<file path="src/common/tmz_pkg.sv">
package tmz_pkg;
    // register bus geometry
    localparam int          TMZ_AW         = 12;
    localparam int          TMZ_DW         = 32;
    // register indices as printed, byte address is four times the index
    localparam logic [11:0] TMZ_IDX_CNT    = 12'h001;
    localparam logic [11:0] TMZ_IDX_ICTL   = 12'h00b;
    localparam logic [11:0] TMZ_IDX_CFG    = 12'h081;
    localparam logic [11:0] TMZ_IDX_STAT   = 12'h090;
    localparam logic [11:0] TMZ_IDX_MASK   = 12'h091;
    localparam logic [11:0] TMZ_ADDR_CNT   = TMZ_IDX_CNT << 2;
    localparam logic [11:0] TMZ_ADDR_ICTL  = TMZ_IDX_ICTL << 2;
    localparam logic [11:0] TMZ_ADDR_CFG   = TMZ_IDX_CFG << 2;
    localparam logic [11:0] TMZ_ADDR_STAT  = TMZ_IDX_STAT << 2;
    localparam logic [11:0] TMZ_ADDR_MASK  = TMZ_IDX_MASK << 2;
    // timer_config_options fields
    localparam int          TMZ_CFG_SRC    = 5;
    localparam int          TMZ_CFG_EDGE   = 4;
    localparam int          TMZ_CFG_PSA    = 3;
    localparam int          TMZ_CFG_RATE   = 0;
    // interrupt_control fields
    localparam int          TMZ_ICTL_IE    = 5;
    localparam int          TMZ_ICTL_IF    = 2;
    // status / mask fields
    localparam int          TMZ_ST_OVF     = 0;
    localparam int          TMZ_ST_WDT     = 1;
    // reset values
    localparam logic [7:0]  TMZ_CFG_RST    = 8'hff;
    localparam logic [7:0]  TMZ_ICTL_RST   = 8'h00;
    localparam logic [7:0]  TMZ_CNT_RST    = 8'h00;
    localparam logic [1:0]  TMZ_IRQ_RST    = 2'h0;
    // cycle counts
    localparam int          TMZ_INSN_DIV   = 4;
    localparam logic [1:0]  TMZ_INH_CYC    = 2'h2;
    // bus answers
    localparam logic [1:0]  TMZ_RESP_OK    = 2'h0;
    localparam logic [1:0]  TMZ_RESP_ERR   = 2'h2;
endpackage

</file>
<file path="src/design/tmz_timer.sv">
`timescale 1ns/1ns
`default_nettype none
module tmz_timer #(
    parameter int INSN_DIV = tmz_pkg::TMZ_INSN_DIV
) (
    input  wire logic                       core_clk,
    input  wire logic                       rst,
    input  wire logic                       external_count_pin,
    input  wire logic                       wdt_base_tick,
    output logic                            wdt_scaled_tick,
    output logic                            overflow_irq,
    output logic                            irq,
    input  wire logic [tmz_pkg::TMZ_AW-1:0] s_axi_awaddr,
    input  wire logic                       s_axi_awvalid,
    output logic                            s_axi_awready,
    input  wire logic [tmz_pkg::TMZ_DW-1:0] s_axi_wdata,
    input  wire logic [3:0]                 s_axi_wstrb,
    input  wire logic                       s_axi_wvalid,
    output logic                            s_axi_wready,
    output logic [1:0]                      s_axi_bresp,
    output logic                            s_axi_bvalid,
    input  wire logic                       s_axi_bready,
    input  wire logic [tmz_pkg::TMZ_AW-1:0] s_axi_araddr,
    input  wire logic                       s_axi_arvalid,
    output logic                            s_axi_arready,
    output logic [tmz_pkg::TMZ_DW-1:0]      s_axi_rdata,
    output logic [1:0]                      s_axi_rresp,
    output logic                            s_axi_rvalid,
    input  wire logic                       s_axi_rready
);
    import tmz_pkg::*;

    logic [7:0]        cfg_r;
    logic [7:0]        ictl_r;
    logic [7:0]        cnt_r;
    logic [7:0]        psc_r;
    logic [1:0]        stat_r;
    logic [1:0]        mask_r;
    logic [1:0]        inh_r;
    logic [7:0]        div_r;
    logic              insn_tick;
    logic [2:0]        pin_r;
    logic              aw_full_r;
    logic              w_full_r;
    logic [TMZ_AW-1:0] awaddr_r;
    logic [7:0]        wdata_r;
    logic              wstrb_r;
    logic              wdt_r;
    logic              ovf_irq_r;
    logic              irq_r;

    // instruction-cycle enable from the fast clock
    always_ff @(posedge core_clk) begin
        if (rst || div_r == 8'(INSN_DIV - 1)) begin
            div_r <= 8'h00;
        end else begin
            div_r <= div_r + 8'h01;
        end
    end
    assign insn_tick = (div_r == 8'(INSN_DIV - 1));

    // pin synchroniser; stage 0 feeds only stage 1, stage 2 is edge history
    always_ff @(posedge core_clk) begin
        if (rst) begin
            pin_r <= 3'h0;
        end else begin
            pin_r <= {pin_r[1:0], external_count_pin};
        end
    end

    // configuration fields and edge decode
    wire       cfg_src  = cfg_r[TMZ_CFG_SRC];
    wire       cfg_edge = cfg_r[TMZ_CFG_EDGE];
    wire       cfg_psa  = cfg_r[TMZ_CFG_PSA];
    wire [2:0] cfg_rate = cfg_r[TMZ_CFG_RATE +: 3];
    wire       pin_rise = pin_r[1] & ~pin_r[2];
    wire       pin_fall = ~pin_r[1] & pin_r[2];
    wire       ext_ev   = cfg_edge ? pin_fall : pin_rise;
    wire       src_ev   = cfg_src ? ext_ev : insn_tick;

    // one prescaler, fed by whichever owner holds it
    wire       psc_in   = cfg_psa ? wdt_base_tick : src_ev;
    // low rate+1 bits all ones ends a timer period
    wire [7:0] tmr_mask = 8'hff >> (3'd7 - cfg_rate);
    // watchdog side drops one stage, rate 0 passes through
    wire [7:0] wdt_mask = tmr_mask >> 1;
    wire [7:0] act_mask = cfg_psa ? wdt_mask : tmr_mask;
    wire       psc_tick = psc_in && ((psc_r & act_mask) == act_mask);

    // register bus decode
    wire [11:0] waddr  = {awaddr_r[TMZ_AW-1:2], 2'b00};
    wire [11:0] raddr  = {s_axi_araddr[TMZ_AW-1:2], 2'b00};
    wire        do_wr  = aw_full_r && w_full_r && !s_axi_bvalid;
    wire        wr_en  = do_wr && wstrb_r;
    wire        w_hit  = (waddr == TMZ_ADDR_CNT) || (waddr == TMZ_ADDR_ICTL)
                      || (waddr == TMZ_ADDR_CFG) || (waddr == TMZ_ADDR_STAT)
                      || (waddr == TMZ_ADDR_MASK);
    wire        cnt_wr = wr_en && (waddr == TMZ_ADDR_CNT);
    wire        ictl_wr = wr_en && (waddr == TMZ_ADDR_ICTL);
    wire        cfg_wr = wr_en && (waddr == TMZ_ADDR_CFG);
    wire        stat_wr = wr_en && (waddr == TMZ_ADDR_STAT);
    wire        mask_wr = wr_en && (waddr == TMZ_ADDR_MASK);
    wire        rd_go  = s_axi_arvalid && s_axi_arready;

    // timer steps on prescaler only when it owns it
    wire       tmr_ev = cfg_psa ? src_ev : psc_tick;
    // blocked while the post-write hold is running
    wire       inc_ev = tmr_ev && (inh_r == 2'h0) && !cnt_wr;
    wire       ovf_ev = inc_ev && (cnt_r == 8'hff);
    wire [1:0] ev_vec = {wdt_r, ovf_ev};
    // prescaler count; a timer-owned prescaler restarts on count writes
    always_ff @(posedge core_clk) begin
        if (rst) begin
            psc_r <= 8'h00;
        end else if (cnt_wr && !cfg_psa) begin
            psc_r <= 8'h00;
        end else if (psc_in) begin
            psc_r <= psc_r + 8'h01;
        end
    end
    // watchdog tick, registered so the output comes from a flop
    always_ff @(posedge core_clk) begin
        if (rst) begin
            wdt_r <= 1'b0;
        end else begin
            // timer owns prescaler: watchdog runs unscaled
            wdt_r <= cfg_psa ? psc_tick : wdt_base_tick;
        end
    end
    // two instruction cycles of hold after a count write
    always_ff @(posedge core_clk) begin
        if (rst) begin
            inh_r <= 2'h0;
        end else if (cnt_wr) begin
            inh_r <= TMZ_INH_CYC;
        end else if (insn_tick && inh_r != 2'h0) begin
            inh_r <= inh_r - 2'h1;
        end
    end
    // count register wraps ff to 00
    always_ff @(posedge core_clk) begin
        if (rst) begin
            cnt_r <= TMZ_CNT_RST;
        end else if (cnt_wr) begin
            cnt_r <= wdata_r;
        end else if (inc_ev) begin
            cnt_r <= cnt_r + 8'h01;
        end
    end
    always_ff @(posedge core_clk) begin
        if (rst) begin
            cfg_r <= TMZ_CFG_RST;
        end else if (cfg_wr) begin
            cfg_r <= wdata_r;
        end
    end
    // overflow sets the flag; set beats a same-cycle clear
    always_ff @(posedge core_clk) begin
        if (rst) begin
            ictl_r <= TMZ_ICTL_RST;
        end else if (ictl_wr) begin
            ictl_r <= wdata_r | {5'h00, ovf_ev, 2'h0};
        end else if (ovf_ev) begin
            ictl_r[TMZ_ICTL_IF] <= 1'b1;
        end
    end
    // sticky status, write one to clear, events win over clears
    always_ff @(posedge core_clk) begin
        if (rst) begin
            stat_r <= TMZ_IRQ_RST;
            mask_r <= TMZ_IRQ_RST;
        end else begin
            stat_r <= (stat_r & ~(stat_wr ? wdata_r[1:0] : 2'h0)) | ev_vec;
            if (mask_wr) begin
                mask_r <= wdata_r[1:0];
            end
        end
    end
    // interrupt outputs
    always_ff @(posedge core_clk) begin
        if (rst) begin
            ovf_irq_r <= 1'b0;
            irq_r     <= 1'b0;
        end else begin
            ovf_irq_r <= ictl_r[TMZ_ICTL_IE] && ictl_r[TMZ_ICTL_IF];
            irq_r     <= |(stat_r & mask_r);
        end
    end

    // write channel: address and data taken in either order
    always_ff @(posedge core_clk) begin
        if (rst) begin
            aw_full_r     <= 1'b0;
            w_full_r      <= 1'b0;
            s_axi_awready <= 1'b0;
            s_axi_wready  <= 1'b0;
            s_axi_bvalid  <= 1'b0;
            s_axi_bresp   <= TMZ_RESP_OK;
            awaddr_r      <= '0;
            wdata_r       <= 8'h00;
            wstrb_r       <= 1'b0;
        end else begin
            s_axi_awready <= !aw_full_r && !(s_axi_awvalid && s_axi_awready);
            s_axi_wready  <= !w_full_r && !(s_axi_wvalid && s_axi_wready);
            if (s_axi_awvalid && s_axi_awready) begin
                aw_full_r <= 1'b1;
                awaddr_r  <= s_axi_awaddr;
            end
            if (s_axi_wvalid && s_axi_wready) begin
                w_full_r <= 1'b1;
                wdata_r  <= s_axi_wdata[7:0];
                wstrb_r  <= s_axi_wstrb[0];
            end
            if (do_wr) begin
                s_axi_bvalid <= 1'b1;
                s_axi_bresp  <= w_hit ? TMZ_RESP_OK : TMZ_RESP_ERR;
            end else if (s_axi_bvalid && s_axi_bready) begin
                s_axi_bvalid  <= 1'b0;
                aw_full_r     <= 1'b0;
                w_full_r      <= 1'b0;
                s_axi_awready <= 1'b0;
                s_axi_wready  <= 1'b0;
            end
        end
    end

    // read mux; narrow registers sit in the low byte, upper bits zero
    wire [7:0] rd_val = (raddr == TMZ_ADDR_CNT)  ? cnt_r :
                        (raddr == TMZ_ADDR_ICTL) ? ictl_r :
                        (raddr == TMZ_ADDR_CFG)  ? cfg_r :
                        (raddr == TMZ_ADDR_STAT) ? {6'h00, stat_r} :
                        (raddr == TMZ_ADDR_MASK) ? {6'h00, mask_r} : 8'h00;
    wire       r_hit  = (raddr == TMZ_ADDR_CNT) || (raddr == TMZ_ADDR_ICTL)
                     || (raddr == TMZ_ADDR_CFG) || (raddr == TMZ_ADDR_STAT)
                     || (raddr == TMZ_ADDR_MASK);

    // read channel: one read in flight, answer one cycle after address
    always_ff @(posedge core_clk) begin
        if (rst) begin
            s_axi_arready <= 1'b0;
            s_axi_rvalid  <= 1'b0;
            s_axi_rdata   <= '0;
            s_axi_rresp   <= TMZ_RESP_OK;
        end else if (rd_go) begin
            s_axi_arready <= 1'b0;
            s_axi_rvalid  <= 1'b1;
            s_axi_rdata   <= {24'h000000, rd_val};
            s_axi_rresp   <= r_hit ? TMZ_RESP_OK : TMZ_RESP_ERR;
        end else if (s_axi_rvalid && s_axi_rready) begin
            s_axi_rvalid  <= 1'b0;
        end else begin
            s_axi_arready <= !s_axi_rvalid;
        end
    end
    assign wdt_scaled_tick = wdt_r;
    assign overflow_irq    = ovf_irq_r;
    assign irq             = irq_r;
endmodule
`default_nettype wire

</file>
<file path="config.mk">
export PLATFORM = sky130hd
export DESIGN_NAME = tmz_timer
export DESIGN_NICKNAME = d
export VERILOG_FILES = /design/src/common/tmz_pkg.sv /design/src/design/tmz_timer.sv
export SDC_FILE = /design/constraint.sdc
export NUM_CORES = 1
export LEC_CHECK = 0
export BUFFER_PORTS_ARGS = -buffer_cell sky130_fd_sc_hd__buf_2
export CORE_MARGIN = 2
export CORE_UTILIZATION = 56
export DETAILED_ROUTE_END_ITERATION = 6
export PLACE_DENSITY_LB_ADDON = 0.1
export SYNTH_ARGS = -nofsm -noshare
export SYNTH_HDL_FRONTEND = slang
export SYNTH_SLANG_ARGS = --single-unit
</file>
<file path="constraint.sdc">
create_clock -name core_clk -period 3.9 [get_ports core_clk]
set_clock_uncertainty 0.15 [all_clocks]
set_input_delay 0.39 -clock core_clk [delete_from_list [all_inputs] [get_ports core_clk]]
set_output_delay 0.39 -clock core_clk [all_outputs]
set_load 0.02 [all_outputs]
</file>
-- After elaboration in Yosys (flattened, before gate mapping)
Cells that the tools add are included.
- $add $sub $neg: 5
- equality and inequality tests: 13
- shift-type cells: 1
- muxes and demuxes: 34
- bitwise operators: 10
- reduce and logical (&&, ||, !) cells: 50
- operator list (operator ; count):
    $eq A10 B8 Y1 const B ; 6
    $mux W8 ; 6
    $add A8 B1 Y8 const B ; 3
    $logic_and A1 B1 Y1 ; 22
    $mux W1 ; 21
    $eq A10 B1 Y1 const B ; 2
    $eq A10 B4 Y1 const B ; 2
    $mux W2 ; 7
    $reduce_bool A2 Y1 ; 6
    $logic_or A1 B1 Y1 ; 9
    $and A8 B8 Y8 ; 1
    $eq A8 B2 Y1 const B ; 1
    $eq A8 B8 Y1 ; 1
    $eq A8 B8 Y1 const B ; 1
    $logic_not A1 Y1 ; 8
    $or A8 B3 Y8 ; 1
    $reduce_or A2 Y1 ; 4
    $shr A8 B3 Y8 const A ; 1
    $and A2 B2 Y2 ; 2
    $sub A3 B3 Y3 const A ; 1
    $and A1 B1 Y1 ; 2
    $logic_not A2 Y1 ; 1
    $not A1 Y1 ; 2
    $not A2 Y2 ; 1
    other kinds (2) ; 2
- register bits: 92
- bits of input ports: 69
- output and inout bits: 44
- logic and storage cells: 140

-- Longest topological paths before layout
- word-level depth: 12
- depth in mapped cells: 8
- mapped depth without buffers: 6

-- Least setup slack after synthesis
OpenSTA, ideal clock, no wires.
- path kind: flip-flop to flip-flop
- from: reg pin_r[1]
- to: reg cnt_r[7]
- setup time: 0.091 ns
- arrival: 1.930 ns
- data required time: 3.659 ns
- path slack: 1.729 ns
- stages on the path, launching flop included: 7
- path buffers: 1
- clock period less this slack: 2.171 ns
- path through: dfxtp_1 -> or2b_1 -> o221a_2 -> or3b_1 -> buf_2 -> or4_1 -> a311oi_1
- cells in the longest elaborated chain, start to end: 10
- elaborated cells between the ends (all ways): 11
- classes of those cells: 4 x mux; 3 x bitwise; 4 x reduce/logical
- ends and longest elaborated chain (element ; RTL line ; source):
    start, declared ; tmz_timer.sv:42 ; logic [2:0] pin_r;
    start signal, assigned ; tmz_timer.sv:67 ; pin_r <= {pin_r[1:0], external_count_pin};
    $not A1 Y1 ; tmz_timer.sv:77 ; wire pin_fall = ~pin_r[1] & pin_r[2];
    $and A1 B1 Y1 ; tmz_timer.sv:77 ;
    $mux W1 (*) ; tmz_timer.sv:78 ; wire ext_ev = cfg_edge ? pin_fall : pin_rise;
    $mux W1 (*) ; tmz_timer.sv:79 ; wire src_ev = cfg_src ? ext_ev : insn_tick;
    $mux W1 ; tmz_timer.sv:82 ; wire psc_in = cfg_psa ? wdt_base_tick : src_ev;
    $logic_and A1 B1 Y1 ; tmz_timer.sv:88 ; wire psc_tick = psc_in && ((psc_r & act_mask) == act_mask);
    $mux W1 (*) ; tmz_timer.sv:106 ; wire tmr_ev = cfg_psa ? src_ev : psc_tick;
    $logic_and A1 B1 Y1 (*) (2 in a row) ; tmz_timer.sv:108 ; wire inc_ev = tmr_ev && (inh_r == 2'h0) && !cnt_wr;
    $reduce_bool A2 Y1 (no source line) (*) ; -- ;
    end signal, assigned ; tmz_timer.sv:145 ; cnt_r <= wdata_r;
    end signal, assigned ; tmz_timer.sv:147 ; cnt_r <= cnt_r + 8'h01;
    end, declared ; tmz_timer.sv:35 ; logic [7:0] cnt_r;
Mark *: on every way between the ends. The rest lies on a longest branch, timed or not.
A chain may end at the register's enable or synchronous reset.

-- Worst setup path after layout
- from: reg cfg_r[0]
- to: reg cnt_r[4]
- cells in the longest elaborated chain, start to end: 10
- ends and longest elaborated chain (element ; RTL line ; source):
    start, declared ; tmz_timer.sv:33 ; logic [7:0] cfg_r;
    start signal, assigned ; tmz_timer.sv:154 ; cfg_r <= wdata_r;
    $sub A3 B3 Y3 (*) ; tmz_timer.sv:84 ; wire [7:0] tmr_mask = 8'hff >> (3'd7 - cfg_rate);
    $shr A8 B3 Y8 (*) ; tmz_timer.sv:84 ;
    $mux W8 (*) ; tmz_timer.sv:87 ; wire [7:0] act_mask = cfg_psa ? wdt_mask : tmr_mask;
    $and A8 B8 Y8 ; tmz_timer.sv:88 ;
    $eq A8 B8 Y1 (*) ; tmz_timer.sv:88 ;
    $logic_and A1 B1 Y1 (*) ; tmz_timer.sv:88 ;
    $mux W1 (*) ; tmz_timer.sv:106 ;
    $logic_and A1 B1 Y1 (*) (2 in a row) ; tmz_timer.sv:108 ;
    $reduce_bool A2 Y1 (no source line) (*) ; -- ;
Marked as above.

==> impl_metrics.env <==
export IMPL_p_sw_frac=0.244
export IMPL_synth_top_area_frac=0.446
export IMPL_clock_latency_ps=350
export IMPL_fin_ws_ps=1130
export IMPL_cts_setup_buffers=0
export IMPL_reg2reg_depth=6
export IMPL_clkPwrFrac=0.372
export IMPL_boundaryPins=113
export IMPL_start_kind="flip-flop"
export IMPL_place_hpwl_um=5700
export IMPL_synth_cell_type_count=53
export IMPL_cts_tree="done"
export IMPL_cts_resized_gates=0
export IMPL_ys_warn_count=0
export IMPL_powerDensity_nw_per_um2=390
export IMPL_synthTopCellsByCount="88 x dfxtp_1, 76 x nand2_1, 57 x nor2_1"
export IMPL_clkTransAtPathRegs_ps=80
export IMPL_slew_viol_final=0
export IMPL_drive_above_1_share=0.147
export IMPL_synth_seq_cells=88
export IMPL_grt_total_usage=0.220
export IMPL_hp_class="in -> reg"
export IMPL_comb_power_share=0.078
export IMPL_r2r_end="cnt_r[4]"
export IMPL_via_per_inst=5.34
export IMPL_vias=3318
export IMPL_status="complete, no violations"
export IMPL_diodes=0
export IMPL_dr_pass1_iters=5
export IMPL_worstPathRequired_ps=4000
export IMPL_synth_enable_flop_cells=0
export IMPL_synth_main_ff_cell="dfxtp_1"
export IMPL_fin_cells=621
export IMPL_hold_viol_final=0
export IMPL_wl_met3_um=510
export IMPL_die_area_um2=7750
export IMPL_place_inst=605
export IMPL_drt_initial_drc_count=179
export IMPL_grt_antenna_before_repair=0
export IMPL_port_buffer_count=55
export IMPL_ant_nets=0
export IMPL_rr_startpoint="cfg_r[0]"
export IMPL_postCtsHoldBufs=0
export IMPL_die_y_um=88.0
export IMPL_period_share=0.711
export IMPL_wl_per_cell_um=13.2
export IMPL_setup_violations=0
export IMPL_totalWireLength_um=8180
export IMPL_grt_ovfl_total=0
export IMPL_syn_inst=469
export IMPL_grt_pass1_wl_um=13200
export IMPL_p_switching_mw=0.419
export IMPL_nets=593
export IMPL_placementRows=30
export IMPL_fillCellCount=625
export IMPL_avgSynthCellArea_um2=8.43
export IMPL_place_gp_congestion=0.813
export IMPL_ys_seq_area_frac=0.446
export IMPL_core_area_um2=6790
export IMPL_path_class="reg -> reg"
export IMPL_postLayoutCellArea_um2=4400
export IMPL_cp_endpoint="cnt_r[4]"
export IMPL_leakage_nw=1.84
export IMPL_die_w_um=88.0
export IMPL_drcViolationCount=0
export IMPL_p_seq_frac=0.551
export IMPL_r2r_setup_slack_ps=1130
export IMPL_cts_sinks=88
export IMPL_worstMarginPinSlew_ps=1060
export IMPL_ir_drop_mv=0.189
export IMPL_syn_area_um2=3950
export IMPL_setup_tns_ps=0
export IMPL_period_needed_ps=2770
export IMPL_met1_length_um=3820
export IMPL_path_max_fanout=17
export IMPL_max_freq_mhz=361
export IMPL_top_layer_used="met4"
export IMPL_start_util=0.582
export IMPL_maxSlewHeadroom=0.294
export IMPL_placed_area_um2=4200
export IMPL_post_place_ws_ps=1120
export IMPL_cp_arrival_ps=2880
export IMPL_rsz0062_at_grt="false"
export IMPL_fin_hold_ws_ps=90.4
export IMPL_wl_met2_um=3610
export IMPL_htree_levels=3
export IMPL_async_reset_ff_frac=0
export IMPL_startpoint="cfg_r[0]"
export IMPL_clockRootBuffer="clkbuf_8"
export IMPL_cap_violations=0
export IMPL_area_growth_pct=11.3
export IMPL_p_int_mw=1.30
export IMPL_grt_pass1_vias=2858
export IMPL_cts_buffer_depth=2
export IMPL_grt_max_degree=56
export IMPL_endpoint_kind="flip-flop"
export IMPL_cts_made_buffers=9
export IMPL_yosysTopAreaCell="dfxtp_1"
export IMPL_synth_area_leaders="dfxtp_1 45%, nand2_1 7.2%, nor2_1 5.4%, buf_4 5.1%, mux2i_1 4.6%"
export IMPL_yosysMostFrequentCell="dfxtp_1"
## cell families (layout without fill, tap and decap cells)
kind of cell / Yosys count / in the layout / share of synthesized area
buffers and inverters: 54 / 85 / 0.0776
XOR/XNOR: 14 / 14 / 0.0310
AND/OR/NAND/NOR: 203 / 203 / 0.239
adder cells (fa/ha/maj): 4 / 4 / 0.0127
flip-flops: 88 / 88 / 0.446
multiplexers: 19 / 19 / 0.0484
other: 1 / 26 / 0.000949
AO/OA/AOI/OAI: 86 / 86 / 0.145
## cells in the final DEF, fill, tap and decap left out, drive strengths merged, types with 3 or more instances in the layout
| cell | instances |
|---|---|
| nand2b | 5 |
| xor2 | 11 |
| o21ai | 13 |
| nand4 | 4 |
| clkbuf | 13 |
| nand2 | 76 |
| dfxtp | 88 |
| a211oi | 3 |
| nor2b | 5 |
| a311oi | 8 |
| or4 | 6 |
| conb | 26 |
| xnor2 | 3 |
| nor3 | 10 |
| o31ai | 8 |
| buf | 58 |
| a31oi | 3 |
| ha | 4 |
| and2 | 5 |
| a21oi | 31 |
| a222oi | 6 |
| nor2 | 57 |
| inv | 10 |
| clkinv | 3 |
| or3 | 4 |
| nor4 | 4 |
| and3 | 6 |
| nand3 | 14 |
| mux2i | 18 |
## registers in the layout, summed over array words and instances (netlist names), 2 cells and up
name         flops
awaddr_r        10
cfg_r            8
cnt_r            8
div_r            8
ictl_r           8
psc_r            8
s_axi_rdata      8
wdata_r          8
pin_r            3
inh_r            2
mask_r           2
stat_r           2
## stage by stage
step           power [mW]  utilization
2_1_floorplan        1.07            -
3_3_place_gp         1.09        0.618
3_5_place_dp         1.10        0.618
4_1_cts              1.73        0.647
5_1_grt              1.78        0.647
6_report             1.71        0.647
## how the worst min path moves through the flow
| stage | slack (ps) | start | cells past startpoint | end |
|---|---|---|---|---|
| after CTS | 80 | external_count_pin | 2 | pin_r[0] |
| after global routing | 90 | external_count_pin | 2 | pin_r[0] |
| final | 90 | external_count_pin | 2 | pin_r[0] |
| after global placement | 280 | pin_r[0] | 1 | pin_r[1] |
| after detailed placement | 280 | pin_r[0] | 1 | pin_r[1] |
| after floorplan | 260 | pin_r[0] | 1 | pin_r[1] |
## final cells by class
cell class              instances  area [um^2]  area share
well taps                      96          120      0.0273
flip-flops and latches         88         1760       0.401
inverters                      11         41.3     0.00939
clock inverters                 3         40.0     0.00910
clock buffers                  13          159      0.0361
repair buffers                 58          298      0.0677
multi-input cells             352         1980       0.450
## power by group through the flow
stage,registers [mW],clock network [mW],logic (mW)
after global routing,0.948,0.680,0.150
after CTS,0.944,0.650,0.133
after floorplan,0.965,0,0.108
after detailed placement,0.966,0,0.132
final,0.945,0.637,0.133
after global placement,0.965,0,0.130
## routing by layer
metal / global-route usage / up-vias
li1: - / 1683
met1: 0.301 / 1509
met2: 0.333 / 111
met3: 0.0443 / 15
met4: 0.107 / 0
met5: 0 / -
## worst max-delay path, stage by stage, from the launching register on
cell and delay (ps):
dfxtp_1 470, or3b_2 470, a21oi_1 150, a311oi_1 70, a21oi_1 860, o31ai_1 190, a311oi_1 310
Power figures use the tool's default switching activity.
